`config.mk`:
```
export PLATFORM = sky130hd
export DESIGN_NAME = dcpdc_top
export DESIGN_NICKNAME = d
export VERILOG_FILES = /design/src/rtl/dcpdc_pkg.sv /design/src/rtl/dcpdc_top.sv
export VERILOG_INCLUDE_DIRS = /design/src /design/src/rtl
export SDC_FILE = /design/constraint.sdc
export NUM_CORES = 1
export LEC_CHECK = 0
export BUFFER_PORTS_ARGS = -buffer_cell sky130_fd_sc_hd__buf_2
export CAP_MARGIN = 15
export CORE_ASPECT_RATIO = 1.5
export CORE_MARGIN = 5
export CORE_UTILIZATION = 58
export CTS_CLUSTER_SIZE = 10
export DETAILED_ROUTE_END_ITERATION = 8
export PLACE_DENSITY = 0.89
export REMOVE_ABC_BUFFERS = 1
export SLEW_MARGIN = 10
export SYNTH_ARGS = -nofsm -noshare
export SYNTH_HDL_FRONTEND = slang
export SYNTH_SLANG_ARGS = --single-unit
```
`constraint.sdc`:
```
create_clock -name mclk_in -period 6.1 [get_ports mclk_in]
set_clock_uncertainty 0.1 [all_clocks]
set_input_delay 0.61 -clock mclk_in [delete_from_list [all_inputs] [get_ports mclk_in]]
set_output_delay 0.61 -clock mclk_in [all_outputs]
set_load 0.005 [all_outputs]
```
`src/rtl/dcpdc_map.svh`:
```
// Purpose: register offsets, field positions, reset values and timing counts
// Assumes: 8-bit register addresses and data
// Notes: included by bare name
`ifndef DCPDC_MAP_SVH
`define DCPDC_MAP_SVH

`define DCPDC_OFF_DETECT 8'h24
`define DCPDC_OFF_DUTY 8'h25
`define DCPDC_OFF_MODE 8'h26
`define DCPDC_OFF_TARGET 8'h27
`define DCPDC_OFF_DELAY 8'h28
`define DCPDC_OFF_POLICY 8'h29
`define DCPDC_OFF_STATUS 8'h2A

`define DCPDC_BIT_BOOST 5
`define DCPDC_BIT_AUTO 4
`define DCPDC_BIT_DUTY 0
`define DCPDC_BIT_SLOPE 6
`define DCPDC_MODE_HI 5
`define DCPDC_MODE_LO 4
`define DCPDC_BIT_READ 3
`define DCPDC_GAIN_HI 2
`define DCPDC_GAIN_LO 1
`define DCPDC_BIT_ENABLE 0
`define DCPDC_BIT_DLSB 7
`define DCPDC_DIR_HI 6
`define DCPDC_DIR_LO 5
`define DCPDC_PHASE_HI 4
`define DCPDC_BIT_TOL 7
`define DCPDC_BIT_RETRY 6
`define DCPDC_BIT_CONTINUE_OR_RESET 5
`define DCPDC_GUARD_HI 4
`define DCPDC_BIT_LOST 1
`define DCPDC_BIT_LOCKED 0

`define DCPDC_RST_DETECT 8'h00
`define DCPDC_RST_DUTY 8'h00
`define DCPDC_RST_MODE 8'h42
`define DCPDC_RST_TARGET 8'h00
`define DCPDC_RST_DELAY 8'h00
`define DCPDC_RST_POLICY 8'h0B

`define DCPDC_MODE_SEARCH_TRACK 2'h0
`define DCPDC_MODE_SEARCH_ONLY 2'h1
`define DCPDC_MODE_TRACK_ONLY 2'h2
`define DCPDC_DIR_DOWN 2'h0
`define DCPDC_DIR_UP 2'h1
`define DCPDC_DIR_DOWN_UP 2'h2

`define DCPDC_DELAY_MAX 432
`define DCPDC_PHASE_MAX 16
`define DCPDC_LOOSE_TOL 2
`define DCPDC_SETTLE_CYCLES 16

`endif

```
`src/rtl/dcpdc_pkg.sv`:
```
// Purpose: types shared by the phase delay controller
// Assumes: nothing beyond the map header
// Notes: constants live in dcpdc_map.svh
package dcpdc_pkg;
  typedef enum logic [2:0] {
    DCPDC_IDLE,
    DCPDC_SEARCH,
    DCPDC_TRACK,
    DCPDC_HOLD,
    DCPDC_STOP
  } dcpdc_state_t;
endpackage

```
`src/rtl/dcpdc_top.sv`:
```
// Purpose: phase alignment controller driving a 9-bit delay line, with its registers
// Assumes: phase detector outputs are synchronous to mclk_in
// Notes: read data is registered and valid the cycle after the read strobe
`timescale 1ns/1ns
`include "dcpdc_map.svh"

module dcpdc_top #(
  parameter int DELAY_MAX = `DCPDC_DELAY_MAX,
  parameter int SETTLE_CYCLES = `DCPDC_SETTLE_CYCLES
) (
  // clock and reset
  input wire logic mclk_in,
  input wire logic reset_in,
  // register port
  input wire logic [7:0] reg_addr_in,
  input wire logic reg_wr_in,
  input wire logic [7:0] reg_wdata_in,
  input wire logic reg_rd_in,
  output logic [7:0] reg_rdata_out,
  // phase detector
  input wire logic [4:0] phase_in,
  input wire logic slope_in,
  // delay line and controls
  output logic [8:0] delay_line_out,
  output logic detector_bias_boost_out,
  output logic detector_auto_enable_out,
  output logic duty_cycle_auto_enable_out
);

  if (DELAY_MAX < 1 || DELAY_MAX > 511)
  begin : g_chk_max
    $error("DELAY_MAX must fit the 9-bit delay line");
  end
  if (SETTLE_CYCLES < 1 || SETTLE_CYCLES > 255)
  begin : g_chk_settle
    $error("SETTLE_CYCLES must be 1 to 255");
  end

  localparam logic [8:0] MAX9 = 9'(DELAY_MAX);
  localparam logic [7:0] SETTLE8 = 8'(SETTLE_CYCLES - 1);

  logic [7:0] detect_reg, duty_reg, mode_reg, target_reg, delay_hi_reg, policy_reg;
  dcpdc_pkg::dcpdc_state_t state_reg;
  logic [8:0] delay_reg, delay_next;
  logic [8:0] locked_val_reg;
  logic [7:0] settle_reg;
  logic pass_reg, leg_up_reg;
  logic locked_reg, lost_reg;

  wire [8:0] setting = {delay_hi_reg, target_reg[`DCPDC_BIT_DLSB]};
  wire [8:0] setting_clamped = (setting > MAX9) ? MAX9 : setting;
  wire [1:0] mode = mode_reg[`DCPDC_MODE_HI:`DCPDC_MODE_LO];
  wire [1:0] dir = target_reg[`DCPDC_DIR_HI:`DCPDC_DIR_LO];
  wire [1:0] gain = mode_reg[`DCPDC_GAIN_HI:`DCPDC_GAIN_LO];
  wire [4:0] target = (target_reg[`DCPDC_PHASE_HI:0] > 5'(`DCPDC_PHASE_MAX)) ?
    5'(`DCPDC_PHASE_MAX) : target_reg[`DCPDC_PHASE_HI:0];
  wire [4:0] guard = policy_reg[`DCPDC_GUARD_HI:0];
  wire slope_pos = mode_reg[`DCPDC_BIT_SLOPE];
  // detector and duty functions must be on or the loop would chase garbage
  wire run = mode_reg[`DCPDC_BIT_ENABLE] & detect_reg[`DCPDC_BIT_BOOST] &
    detect_reg[`DCPDC_BIT_AUTO] & duty_reg[`DCPDC_BIT_DUTY];
  wire tick = (settle_reg == 8'h00);

  // tolerance check shared by search and track
  function automatic logic phase_ok(input logic [4:0] ph, input logic [4:0] tg,
                                    input logic exact);
    logic [4:0] d;
    d = (ph > tg) ? (ph - tg) : (tg - ph);
    phase_ok = exact ? (d == 5'h00) : (d <= 5'(`DCPDC_LOOSE_TOL));
  endfunction

  function automatic logic [8:0] lo_bound(input logic full, input logic [4:0] g);
    lo_bound = full ? 9'h000 : {4'h0, g};
  endfunction

  function automatic logic [8:0] hi_bound(input logic full, input logic [4:0] g,
                                          input logic [8:0] mx);
    hi_bound = full ? mx : (mx - {4'h0, g});
  endfunction

  wire match = phase_ok(phase_in, target, policy_reg[`DCPDC_BIT_TOL]) &&
    (slope_in == slope_pos);
  wire [8:0] lo = lo_bound(pass_reg, guard);
  wire [8:0] hi = hi_bound(pass_reg, guard, MAX9);
  wire [8:0] step = 9'h001 << gain;
  wire first_up = (dir == `DCPDC_DIR_UP);

  // register writes
  always_ff @(posedge mclk_in)
  begin
    if (reset_in)
    begin
      detect_reg <= `DCPDC_RST_DETECT;
      duty_reg <= `DCPDC_RST_DUTY;
      mode_reg <= `DCPDC_RST_MODE;
      target_reg <= `DCPDC_RST_TARGET;
      delay_hi_reg <= `DCPDC_RST_DELAY;
      policy_reg <= `DCPDC_RST_POLICY;
    end
    else if (reg_wr_in)
    begin
      case (reg_addr_in)
        `DCPDC_OFF_DETECT: detect_reg <= reg_wdata_in & 8'h30;
        `DCPDC_OFF_DUTY: duty_reg <= reg_wdata_in & 8'h01;
        `DCPDC_OFF_MODE: mode_reg <= reg_wdata_in & 8'h7F;
        `DCPDC_OFF_TARGET: target_reg <= reg_wdata_in;
        `DCPDC_OFF_DELAY: delay_hi_reg <= reg_wdata_in;
        `DCPDC_OFF_POLICY: policy_reg <= reg_wdata_in;
        default: ;
      endcase
    end
  end

  // register reads
  always_ff @(posedge mclk_in)
  begin
    if (reset_in)
      reg_rdata_out <= 8'h00;
    else if (reg_rd_in)
    begin
      case (reg_addr_in)
        `DCPDC_OFF_DETECT: reg_rdata_out <= detect_reg;
        `DCPDC_OFF_DUTY: reg_rdata_out <= duty_reg;
        `DCPDC_OFF_MODE: reg_rdata_out <= mode_reg;
        `DCPDC_OFF_TARGET: reg_rdata_out <= target_reg;
        `DCPDC_OFF_DELAY:
          if (!mode_reg[`DCPDC_BIT_READ])
            reg_rdata_out <= 8'h00;
          else if (mode_reg[`DCPDC_BIT_ENABLE])
            reg_rdata_out <= locked_val_reg[8:1];
          else
            reg_rdata_out <= delay_hi_reg;
        `DCPDC_OFF_POLICY: reg_rdata_out <= policy_reg;
        `DCPDC_OFF_STATUS: reg_rdata_out <= {6'h00, lost_reg, locked_reg};
        default: reg_rdata_out <= 8'h00;
      endcase
    end
  end

  // detector settle pacing: each decision waits for the detector to respond
  always_ff @(posedge mclk_in)
  begin
    if (reset_in || !run || tick)
      settle_reg <= SETTLE8;
    else
      settle_reg <= settle_reg - 8'h01;
  end

  // next delay while tracking, saturating at 0 and DELAY_MAX
  always_comb
  begin
    delay_next = delay_reg;
    if (!phase_ok(phase_in, target, 1'b1))
    begin
      if ((phase_in < target) == slope_pos)
        delay_next = (delay_reg > MAX9 - step) ? MAX9 : delay_reg + step;
      else
        delay_next = (delay_reg < step) ? 9'h000 : delay_reg - step;
    end
  end

  // controller sequence
  always_ff @(posedge mclk_in)
  begin
    if (reset_in)
    begin
      state_reg <= dcpdc_pkg::DCPDC_IDLE;
      delay_reg <= 9'h000;
      pass_reg <= 1'b0;
      leg_up_reg <= 1'b0;
      locked_val_reg <= 9'h000;
    end
    else if (!run)
    begin
      state_reg <= dcpdc_pkg::DCPDC_IDLE;
      delay_reg <= setting_clamped;
    end
    else
    begin
      case (state_reg)
        dcpdc_pkg::DCPDC_IDLE:
        begin
          delay_reg <= setting_clamped;
          pass_reg <= (guard == 5'h00);
          leg_up_reg <= first_up;
          if (mode == `DCPDC_MODE_TRACK_ONLY)
            state_reg <= dcpdc_pkg::DCPDC_TRACK;
          else
            state_reg <= dcpdc_pkg::DCPDC_SEARCH;
        end
        dcpdc_pkg::DCPDC_SEARCH:
          if (tick)
          begin
            if (match && delay_reg >= lo && delay_reg <= hi)
            begin
              locked_val_reg <= delay_reg;
              state_reg <= (mode == `DCPDC_MODE_SEARCH_ONLY) ?
                dcpdc_pkg::DCPDC_HOLD : dcpdc_pkg::DCPDC_TRACK;
            end
            else if (leg_up_reg && delay_reg < hi)
              delay_reg <= delay_reg + 9'h001;
            else if (!leg_up_reg && delay_reg > lo)
              delay_reg <= delay_reg - 9'h001;
            else if (!leg_up_reg && dir == `DCPDC_DIR_DOWN_UP)
            begin
              leg_up_reg <= 1'b1;
              delay_reg <= setting_clamped;
            end
            else if (!pass_reg)
            begin
              pass_reg <= 1'b1;
              leg_up_reg <= first_up;
              delay_reg <= setting_clamped;
            end
            else if (policy_reg[`DCPDC_BIT_RETRY])
              state_reg <= dcpdc_pkg::DCPDC_IDLE;
            else if (policy_reg[`DCPDC_BIT_CONTINUE_OR_RESET])
            begin
              delay_reg <= setting_clamped;
              state_reg <= dcpdc_pkg::DCPDC_STOP;
            end
            else if (mode == `DCPDC_MODE_SEARCH_TRACK)
              state_reg <= dcpdc_pkg::DCPDC_TRACK;
            else
              state_reg <= dcpdc_pkg::DCPDC_STOP;
          end
        dcpdc_pkg::DCPDC_TRACK:
          if (tick)
          begin
            delay_reg <= delay_next;
            locked_val_reg <= delay_reg;
          end
        dcpdc_pkg::DCPDC_HOLD: ;
        dcpdc_pkg::DCPDC_STOP: ;
        default: state_reg <= dcpdc_pkg::DCPDC_IDLE;
      endcase
    end
  end

  wire lock_state = (state_reg == dcpdc_pkg::DCPDC_TRACK) ||
    (state_reg == dcpdc_pkg::DCPDC_HOLD);

  // lock and sticky loss
  always_ff @(posedge mclk_in)
  begin
    if (reset_in || !run)
    begin
      locked_reg <= 1'b0;
      lost_reg <= 1'b0;
    end
    else if (tick)
    begin
      locked_reg <= lock_state && phase_ok(phase_in, target, policy_reg[`DCPDC_BIT_TOL]);
      if (locked_reg && !(lock_state && phase_ok(phase_in, target,
          policy_reg[`DCPDC_BIT_TOL])))
        lost_reg <= 1'b1;
    end
  end

  assign delay_line_out = delay_reg;
  assign detector_bias_boost_out = detect_reg[`DCPDC_BIT_BOOST];
  assign detector_auto_enable_out = detect_reg[`DCPDC_BIT_AUTO];
  assign duty_cycle_auto_enable_out = duty_reg[`DCPDC_BIT_DUTY];

  property p_disabled_drive;
    @(posedge mclk_in) disable iff (reset_in)
      !run ##1 !run |-> delay_line_out == $past(setting_clamped);
  endproperty
  a_disabled_drive: assert property (p_disabled_drive)
    else $error("disabled delay line not equal to setting");

  property p_delay_max;
    @(posedge mclk_in) disable iff (reset_in) delay_line_out <= MAX9;
  endproperty
  a_delay_max: assert property (p_delay_max)
    else $error("delay line above maximum");

  property p_lost_sticky;
    @(posedge mclk_in) disable iff (reset_in) lost_reg && run |=> lost_reg;
  endproperty
  a_lost_sticky: assert property (p_lost_sticky)
    else $error("lost lock cleared while enabled");

  property p_lost_clear;
    @(posedge mclk_in) disable iff (reset_in) !run |=> !lost_reg && !locked_reg;
  endproperty
  a_lost_clear: assert property (p_lost_clear)
    else $error("status not cleared when disabled");

  property p_lock_state;
    @(posedge mclk_in) disable iff (reset_in)
      locked_reg |-> $past(lock_state) || lock_state;
  endproperty
  a_lock_state: assert property (p_lock_state)
    else $error("locked outside track or hold");

  property p_search_only;
    @(posedge mclk_in) disable iff (reset_in)
      mode == `DCPDC_MODE_SEARCH_ONLY && state_reg == dcpdc_pkg::DCPDC_SEARCH
      |=> state_reg != dcpdc_pkg::DCPDC_TRACK;
  endproperty
  a_search_only: assert property (p_search_only)
    else $error("search only mode entered tracking");

  property p_track_up;
    @(posedge mclk_in) disable iff (reset_in)
      run && state_reg == dcpdc_pkg::DCPDC_TRACK && tick && slope_pos &&
      phase_in < target && delay_reg <= MAX9 - step
      |=> delay_line_out == $past(delay_reg) + $past(step);
  endproperty
  a_track_up: assert property (p_track_up)
    else $error("tracking step wrong");

  property p_guard_pass;
    @(posedge mclk_in) disable iff (reset_in)
      run && state_reg == dcpdc_pkg::DCPDC_SEARCH && !pass_reg
      && $past(state_reg) == dcpdc_pkg::DCPDC_SEARCH && $past(run)
      && setting_clamped >= lo && setting_clamped <= hi
      |-> delay_line_out >= lo && delay_line_out <= hi;
  endproperty
  a_guard_pass: assert property (p_guard_pass)
    else $error("guarded pass entered guard band");

  property p_status_read;
    @(posedge mclk_in) disable iff (reset_in)
      reg_rd_in && reg_addr_in == `DCPDC_OFF_STATUS
      |=> reg_rdata_out == {6'h00, $past(lost_reg), $past(locked_reg)};
  endproperty
  a_status_read: assert property (p_status_read)
    else $error("status readback wrong");

  property p_delay_read;
    @(posedge mclk_in) disable iff (reset_in)
      reg_rd_in && reg_addr_in == `DCPDC_OFF_DELAY && mode_reg[`DCPDC_BIT_READ]
      && !mode_reg[`DCPDC_BIT_ENABLE] |=> reg_rdata_out == $past(delay_hi_reg);
  endproperty
  a_delay_read: assert property (p_delay_read)
    else $error("delay readback wrong when disabled");

endmodule

```
==> results.ini, run 1 <==
[status]
outcome=complete, no violations

[critical_path]
rr_startpoint=policy_reg[0]
critical_path.cell_chain=inv_1 > ha_1 > nor3b_1 > ha_1 > nor2b_1 > ha_1 > a2111oi_0 > a221o_1 > nand2_1 > a2111oi_0 > nor4_1 > nor4_1 > a211oi_2
setup.worst_path.start=policy_reg[0]
worst-path-max-fanout=9
cpMaxStageDelayCell=sky130_fd_sc_hd__a2111oi_0
critPathMaxStageDelay_ns=0.60
timing_worst_setup_path_type=flip-flop to flip-flop
worstSetupStartpointType=flip-flop
critPathCaptureType=flip-flop
worst-endpoint-arrival_ns=3.99
worstPathRequired_ns=6.19
path_common_cell=sky130_fd_sc_hd__ha_1

[logic_synthesis]
netlist_instances=742
synth-edff-count=0
netlist.area_leader.share=0.260
ys_warn_count=0
postSynthAreaPerCell_um2=7.67
synthFlopType=sky130_fd_sc_hd__dfxtp_1
synth_top_area_cells=sky130_fd_sc_hd__dfxtp_1, sky130_fd_sc_hd__ha_1, sky130_fd_sc_hd__a21oi_1
yosys.cell_count.top_type=sky130_fd_sc_hd__nor2_1
synth.largest_area_cell=sky130_fd_sc_hd__dfxtp_1
synth_area_um2=5690
ys_ff_latch=74
synth.lib_cells_used.distinct=77
synth_async_sr_flop_share=0
synth.yosys.seq_area_share=0.260
synth.cells.most_frequent=sky130_fd_sc_hd__nor2_1, sky130_fd_sc_hd__dfxtp_1, sky130_fd_sc_hd__nand2_1

[global_routing]
grt_max_degree=57
globalRouteOverflowTotal=0
antenna_found_initial=0
global_route_wire_length_before_repair_mm=29.0
first_global_vias=5712
grt_usage=0.295

[clocking]
clk_pin_slew_ns=0.06
cts_tree=yes
h_tree_depth=3
cts_inserted_buffers=9
post_cts_hold_buffer_count=0
post_cts.resized_instances=0
cts_buffer_depth=2
cts.sink_count=74
cts_root_buffer=sky130_fd_sc_hd__clkbuf_16
cts_setup_buffers=0
worst_skew_late_latency_ns=0.33

[sta]
final.setup.tns_ns=0
setup_ws_ns=2.20
timing_worst_slew_pin_value_ns=1.09
timing.final.hold_violations=0
max_clock_freq_mhz=256
timing.max_slew.rel_slack=0.272
final_period_minus_worst_setup_slack_ns=3.90
final_min_period_over_clock_period=0.640
setup-violations-final=0
grt_setup_unrepaired=no
max_slew_violation_count=0

[hold_path]
timing.hold.worst.start=settle_reg[0]
worst_hold_path_type=flip-flop to flip-flop

[place]
half_perimeter_wire_length_after_placement_mm=13.5
io_buffers=45
routabilityCongestion=1.12
preCtsSetupSlack_ns=2.29

[die]
initial_utilization=0.591
floorplan.rows=44
boundaryPins=46
height_of_the_die_um=131
fp.dieArea_um2=11900
die_w_um=90.9
design.core.area_um2=9630

[detailed_routing]
routed_wl_mm=18.3
detail_route.iter0.violations=633
remaining_drc_errors=0
detail_route.first_pass.iterations=8
route.antenna.remaining_nets=0
vias=5951
avgViaCountPerCell=6.72
routed_len_inst_um=20.6

[pwr]
power-per-cell-area_nw_per_um2=170
peakVddDrop_v=0.000218
power.leakage_nw=2.45
design_power_total_mw=1.05

[run]
reported_max_cap_violation_count=0

[final_layout]
final_nets=831
antenna_cells=0
syn2layout_area_growth_pct=8.91
layout-drive-gt1-share=0.121
largest_register_ff_count=9
largest_register=delay_line_out

cell families (layout without fill, tap and decap cells):
kind of cell,after synthesis,after routing,synth area share
AND/OR/NAND/NOR,296,296,0.262
XOR/XNOR,21,21,0.0323
multiplexers,32,32,0.0567
adder cells (fa/ha/maj),40,40,0.0932
other,1,1,0.000659
AO/OA/AOI/OAI,202,202,0.238
buffers and inverters,76,104,0.0561
flip-flops,74,74,0.260
cell type report:
class	instances	area, um2
clock buffer	13	260
clock inverter	3	23.8
fill	800	3440
inverter	40	150
multi-input combinational	592	3890
sequential	74	1480
tap	115	144
timing repair buffer	48	248
worst max-delay path, delay by kind of cell, from the launching register on:
kind	cells	cell delay, ns
AO/OA/AOI/OAI	4	1.51
buffers and inverters	1	0.08
adder cells (fa/ha/maj)	3	0.71
flip-flops	1	0.38
AND/OR/NAND/NOR	5	0.98
where the power goes:
| part | leakage [nW] | total [mW] | internal (mW) | switching [mW] |
|---|---|---|---|---|
| sequential | 0.597 | 0.487 | 0.485 | 0.00145 |
| clock | 0.132 | 0.496 | 0.298 | 0.198 |
| combinational | 1.72 | 0.0707 | 0.0252 | 0.0455 |
| total | 2.45 | 1.05 | 0.809 | 0.245 |
worst paths after layout:
| kind | slack, ns | to | cells after the start |
|---|---|---|---|
| max | 2.20 | delay_line_out[4] | 13 |
| max reg2reg | 2.20 | delay_line_out[4] | 13 |
| min | 0.33 | settle_reg[0] | 1 |
| min reg2reg | 0.33 | settle_reg[0] | 1 |
metrics by stage:
| stage | hold WS (ns) | util | cells | cell area, um2 |
|---|---|---|---|---|
| floorplan | 0.285 | - | 706 | 5520 |
| global placement | 0.294 | 0.614 | 869 | 5910 |
| detailed placement | 0.310 | 0.614 | 869 | 5910 |
| CTS | 0.328 | 0.643 | 885 | 6200 |
| global route | 0.357 | 0.643 | 885 | 6200 |
| finish | 0.332 | 0.643 | 885 | 6200 |
metal layers:
layer	global-route usage	up-vias	wire (um)
met3	0.0446	112	1440
met5	0	-	0
li1	-	2734	-
met2	0.495	368	8850
met4	0.210	0	1440
met1	0.336	2737	6540
layout by cell type, fill, tap and decap left out, types with 4 or more instances in the layout:
master and n:
sky130_fd_sc_hd__nor2_1 81, sky130_fd_sc_hd__dfxtp_1 74, sky130_fd_sc_hd__nand2_1 73, sky130_fd_sc_hd__a21oi_1 72
sky130_fd_sc_hd__buf_2 45, sky130_fd_sc_hd__nand3_1 44, sky130_fd_sc_hd__inv_1 40, sky130_fd_sc_hd__ha_1 36
sky130_fd_sc_hd__o21ai_0 32, sky130_fd_sc_hd__mux2i_1 30, sky130_fd_sc_hd__nor3_1 16, sky130_fd_sc_hd__nand2b_1 14
sky130_fd_sc_hd__xnor2_1 14, sky130_fd_sc_hd__nor2b_1 12, sky130_fd_sc_hd__a31oi_1 11, sky130_fd_sc_hd__clkbuf_16 9
sky130_fd_sc_hd__a22oi_1 8, sky130_fd_sc_hd__xor2_1 7, sky130_fd_sc_hd__or3_1 7, sky130_fd_sc_hd__a221oi_1 7
sky130_fd_sc_hd__a211oi_1 6, sky130_fd_sc_hd__a221o_1 6, sky130_fd_sc_hd__and3_1 6, sky130_fd_sc_hd__a21o_1 5
sky130_fd_sc_hd__o21a_1 5, sky130_fd_sc_hd__nand3b_1 5, sky130_fd_sc_hd__o22ai_1 5, sky130_fd_sc_hd__a311oi_2 5
sky130_fd_sc_hd__nor4_1 5, sky130_fd_sc_hd__a211o_1 4, sky130_fd_sc_hd__a211oi_2 4, sky130_fd_sc_hd__fa_1 4
No activity file was read; power rests on OpenSTA's default activity.
==> inputs of run 2 (changes only) <==
- CORE_UTILIZATION: 58 -> 55
- PLACE_DENSITY: 0.89 -> 0.88
- clock period: 6.1 -> 3.2 ns (I/O delays scaled with it)
==> run 2 against run 1 <==
The flow now finishes with violations (setup timing). Sequential power increased by 90%. Flip-flop and latch count unchanged. Die area increased by 4.9%. Global-route usage increased by 0.76 points. Setup slack got worse by 2.4 ns. Power increased by 100%. Combinational power increased by 110%. Largest cell class unchanged.
==> results.ini, run 2 (synthesis results as in run 1) <==
[status]
outcome=finished, violations left
failing_checks=setup timing

[final_layout]
fill_cells=786  ; -1.8%
antenna_cells=0  ; unchanged
final_nets=884  ; +6.4%
commonest_cells_after_routing_fill_and_taps_aside=sky130_fd_sc_hd__nor2_1, sky130_fd_sc_hd__nand2_1, sky130_fd_sc_hd__dfxtp_1
fin_area_um2=6960  ; +12%
stdcell_count=940  ; +6.2%
syn2layout_area_growth_pct=22.3
largest_register_ff_count=9  ; unchanged
final_common_cell=sky130_fd_sc_hd__nor2_1
final_core_util=0.687  ; +0.0437
largest_register=delay_line_out
layout-drive-gt1-share=0.237  ; +0.116

[sta]
timing_worst_slew_pin_value_ns=0.824  ; -0.265 ns
final.setup.tns_ns=-0.948  ; -0.948 ns
timing.max_slew.rel_slack=0.445  ; +0.173
setup-violations-final=10  ; +10
grt_setup_unrepaired=yes
timing.final.hold_violations=0  ; unchanged
max_slew_violation_count=0  ; unchanged
setup_ws_ns=-0.203  ; -2.40 ns
max_clock_freq_mhz=294  ; +15%
worst_hold_slack_ns=0.159  ; -0.173 ns
final_period_minus_worst_setup_slack_ns=3.40  ; -0.502 ns
final_min_period_over_clock_period=1.06  ; +0.423

[critical_path]
critPathCaptureType=flip-flop
worstPathRequired_ns=3.35  ; -2.84 ns
worst-path-max-fanout=4  ; -5
worst-endpoint-arrival_ns=3.56  ; -0.43 ns
worstSetupStartpointType=flip-flop
timing_worst_setup_path_type=flip-flop to flip-flop

[global_routing]
first_global_vias=5940  ; +4.0%
globalRouteOverflowTotal=0  ; unchanged
grt_usage=0.302  ; +0.00755
global_route_wire_length_before_repair_mm=30.0  ; +3.7%
antenna_found_initial=0  ; unchanged
grt_max_degree=56  ; -1.8%

[detailed_routing]
routed_wl_mm=19.9  ; +8.7%
avgViaCountPerCell=6.81  ; +1.3%
detail_route.first_pass.iterations=7  ; -1
detail_route.iter0.violations=784  ; +24%
route.antenna.remaining_nets=0  ; unchanged
remaining_drc_errors=0  ; unchanged
vias=6404  ; +7.6%
routed_len_inst_um=21.1  ; +2.4%

[hold_path]
worst_hold_path_type=input port to flip-flop

[pwr]
power-per-cell-area_nw_per_um2=305  ; +79%
power.leakage_nw=2.78  ; +13%
peakVddDrop_v=0.000372  ; +70%

[run]
reported_max_cap_violation_count=0  ; unchanged

[place]
dp_cells=916  ; +5.4%
io_buffers=45  ; unchanged
routabilityCongestion=1.05  ; -6.5%
detailed_place.area_um2=6260  ; +6.0%
half_perimeter_wire_length_after_placement_mm=13.6  ; +0.52%

[clocking]
post_cts_hold_buffer_count=0  ; unchanged
h_tree_depth=3  ; unchanged
cts.sink_count=74  ; unchanged
clk_pin_slew_ns=0.06  ; about the same
cts_root_buffer=sky130_fd_sc_hd__clkbuf_16
cts_inserted_buffers=9  ; unchanged
cts_buffer_depth=2  ; unchanged
worst_skew_late_latency_ns=0.34  ; about the same
cts_tree=yes

[die]
floorplan.rows=45  ; +2.3%
height_of_the_die_um=135  ; +2.5%
fp.dieArea_um2=12500  ; +4.9%
design.core.area_um2=10100  ; +5.2%
die_w_um=93.0  ; +2.4%
boundaryPins=46  ; unchanged
initial_utilization=0.561  ; -0.0292

[run 2: metrics by stage]
| step | power, mW | setup slack [ns] |
|---|---|---|
| 2_1_floorplan | 1.01 | -0.0730 |
| 3_3_place_gp | 1.08 | -0.00844 |
| 3_5_place_dp | 1.08 | -0.154 |
| 4_1_cts | 2.11 | -0.0170 |
| 5_1_grt | 2.17 | -0.261 |
| 6_report | 2.12 | -0.203 |
[run 2: metal layers]
layer	wire length, um	vias to the layer above	track usage
met3	1840	158	0.0502
met2	9150	466	0.492
met1	6860	2950	0.349
met5	0	-	0
li1	-	2830	-
met4	2010	0	0.235
[run 2: final cells by class]
type | instances | area, um2 | share of cell area
Multi-Input combinational cell | 593 | 4190 | 0.602
Sequential cell | 74 | 1490 | 0.214
Clock buffer | 10 | 239 | 0.0343
Clock inverter | 6 | 65.1 | 0.00935
Tap cell | 117 | 146 | 0.0210
Inverter | 40 | 150 | 0.0216
Timing Repair Buffer | 100 | 682 | 0.0980
[run 2: path summary, 6_finish.rpt]
kind	start	end	slack [ns]	depth (start not counted)
max	policy_reg[0]	delay_line_out[5]	-0.20	14
min	reg_wdata_in[7]	target_reg[7]	0.16	3
max reg2reg	policy_reg[0]	delay_line_out[5]	-0.20	14
min reg2reg	settle_reg[0]	settle_reg[0]	0.32	1
[run 2: power by group]
part / switching (mW) / internal [mW] / total (mW) / leakage (nW)
clock network: 0.422 / 0.626 / 1.05 / 0.149
registers: 0.00257 / 0.925 / 0.927 / 0.598
logic: 0.0929 / 0.0540 / 0.147 / 2.03
total: 0.518 / 1.61 / 2.12 / 2.78
[run 2: timing repair]
action | in CTS | in global routing
pin swaps | 10 | 28
gates cloned | 2 | 1
setup endpoints to repair | 13 | 19
resized for setup | 30 | 48
buffers inserted | 3 | 4
[run 2: critical path, cell delays in order (launching register included)]
cell and delay (ns):
sky130_fd_sc_hd__dfxtp_2 0.32, sky130_fd_sc_hd__buf_4 0.15, sky130_fd_sc_hd__nor3_4 0.21, sky130_fd_sc_hd__xnor2_1 0.18, sky130_fd_sc_hd__nand2b_1 0.13, sky130_fd_sc_hd__ha_4 0.29
sky130_fd_sc_hd__o21a_1 0.11, sky130_fd_sc_hd__o31ai_1 0.08, sky130_fd_sc_hd__a221o_1 0.41, sky130_fd_sc_hd__buf_4 0.17, sky130_fd_sc_hd__and2_4 0.16, sky130_fd_sc_hd__buf_4 0.15
sky130_fd_sc_hd__a211oi_1 0.34, sky130_fd_sc_hd__o22ai_1 0.20, sky130_fd_sc_hd__a311oi_2 0.32
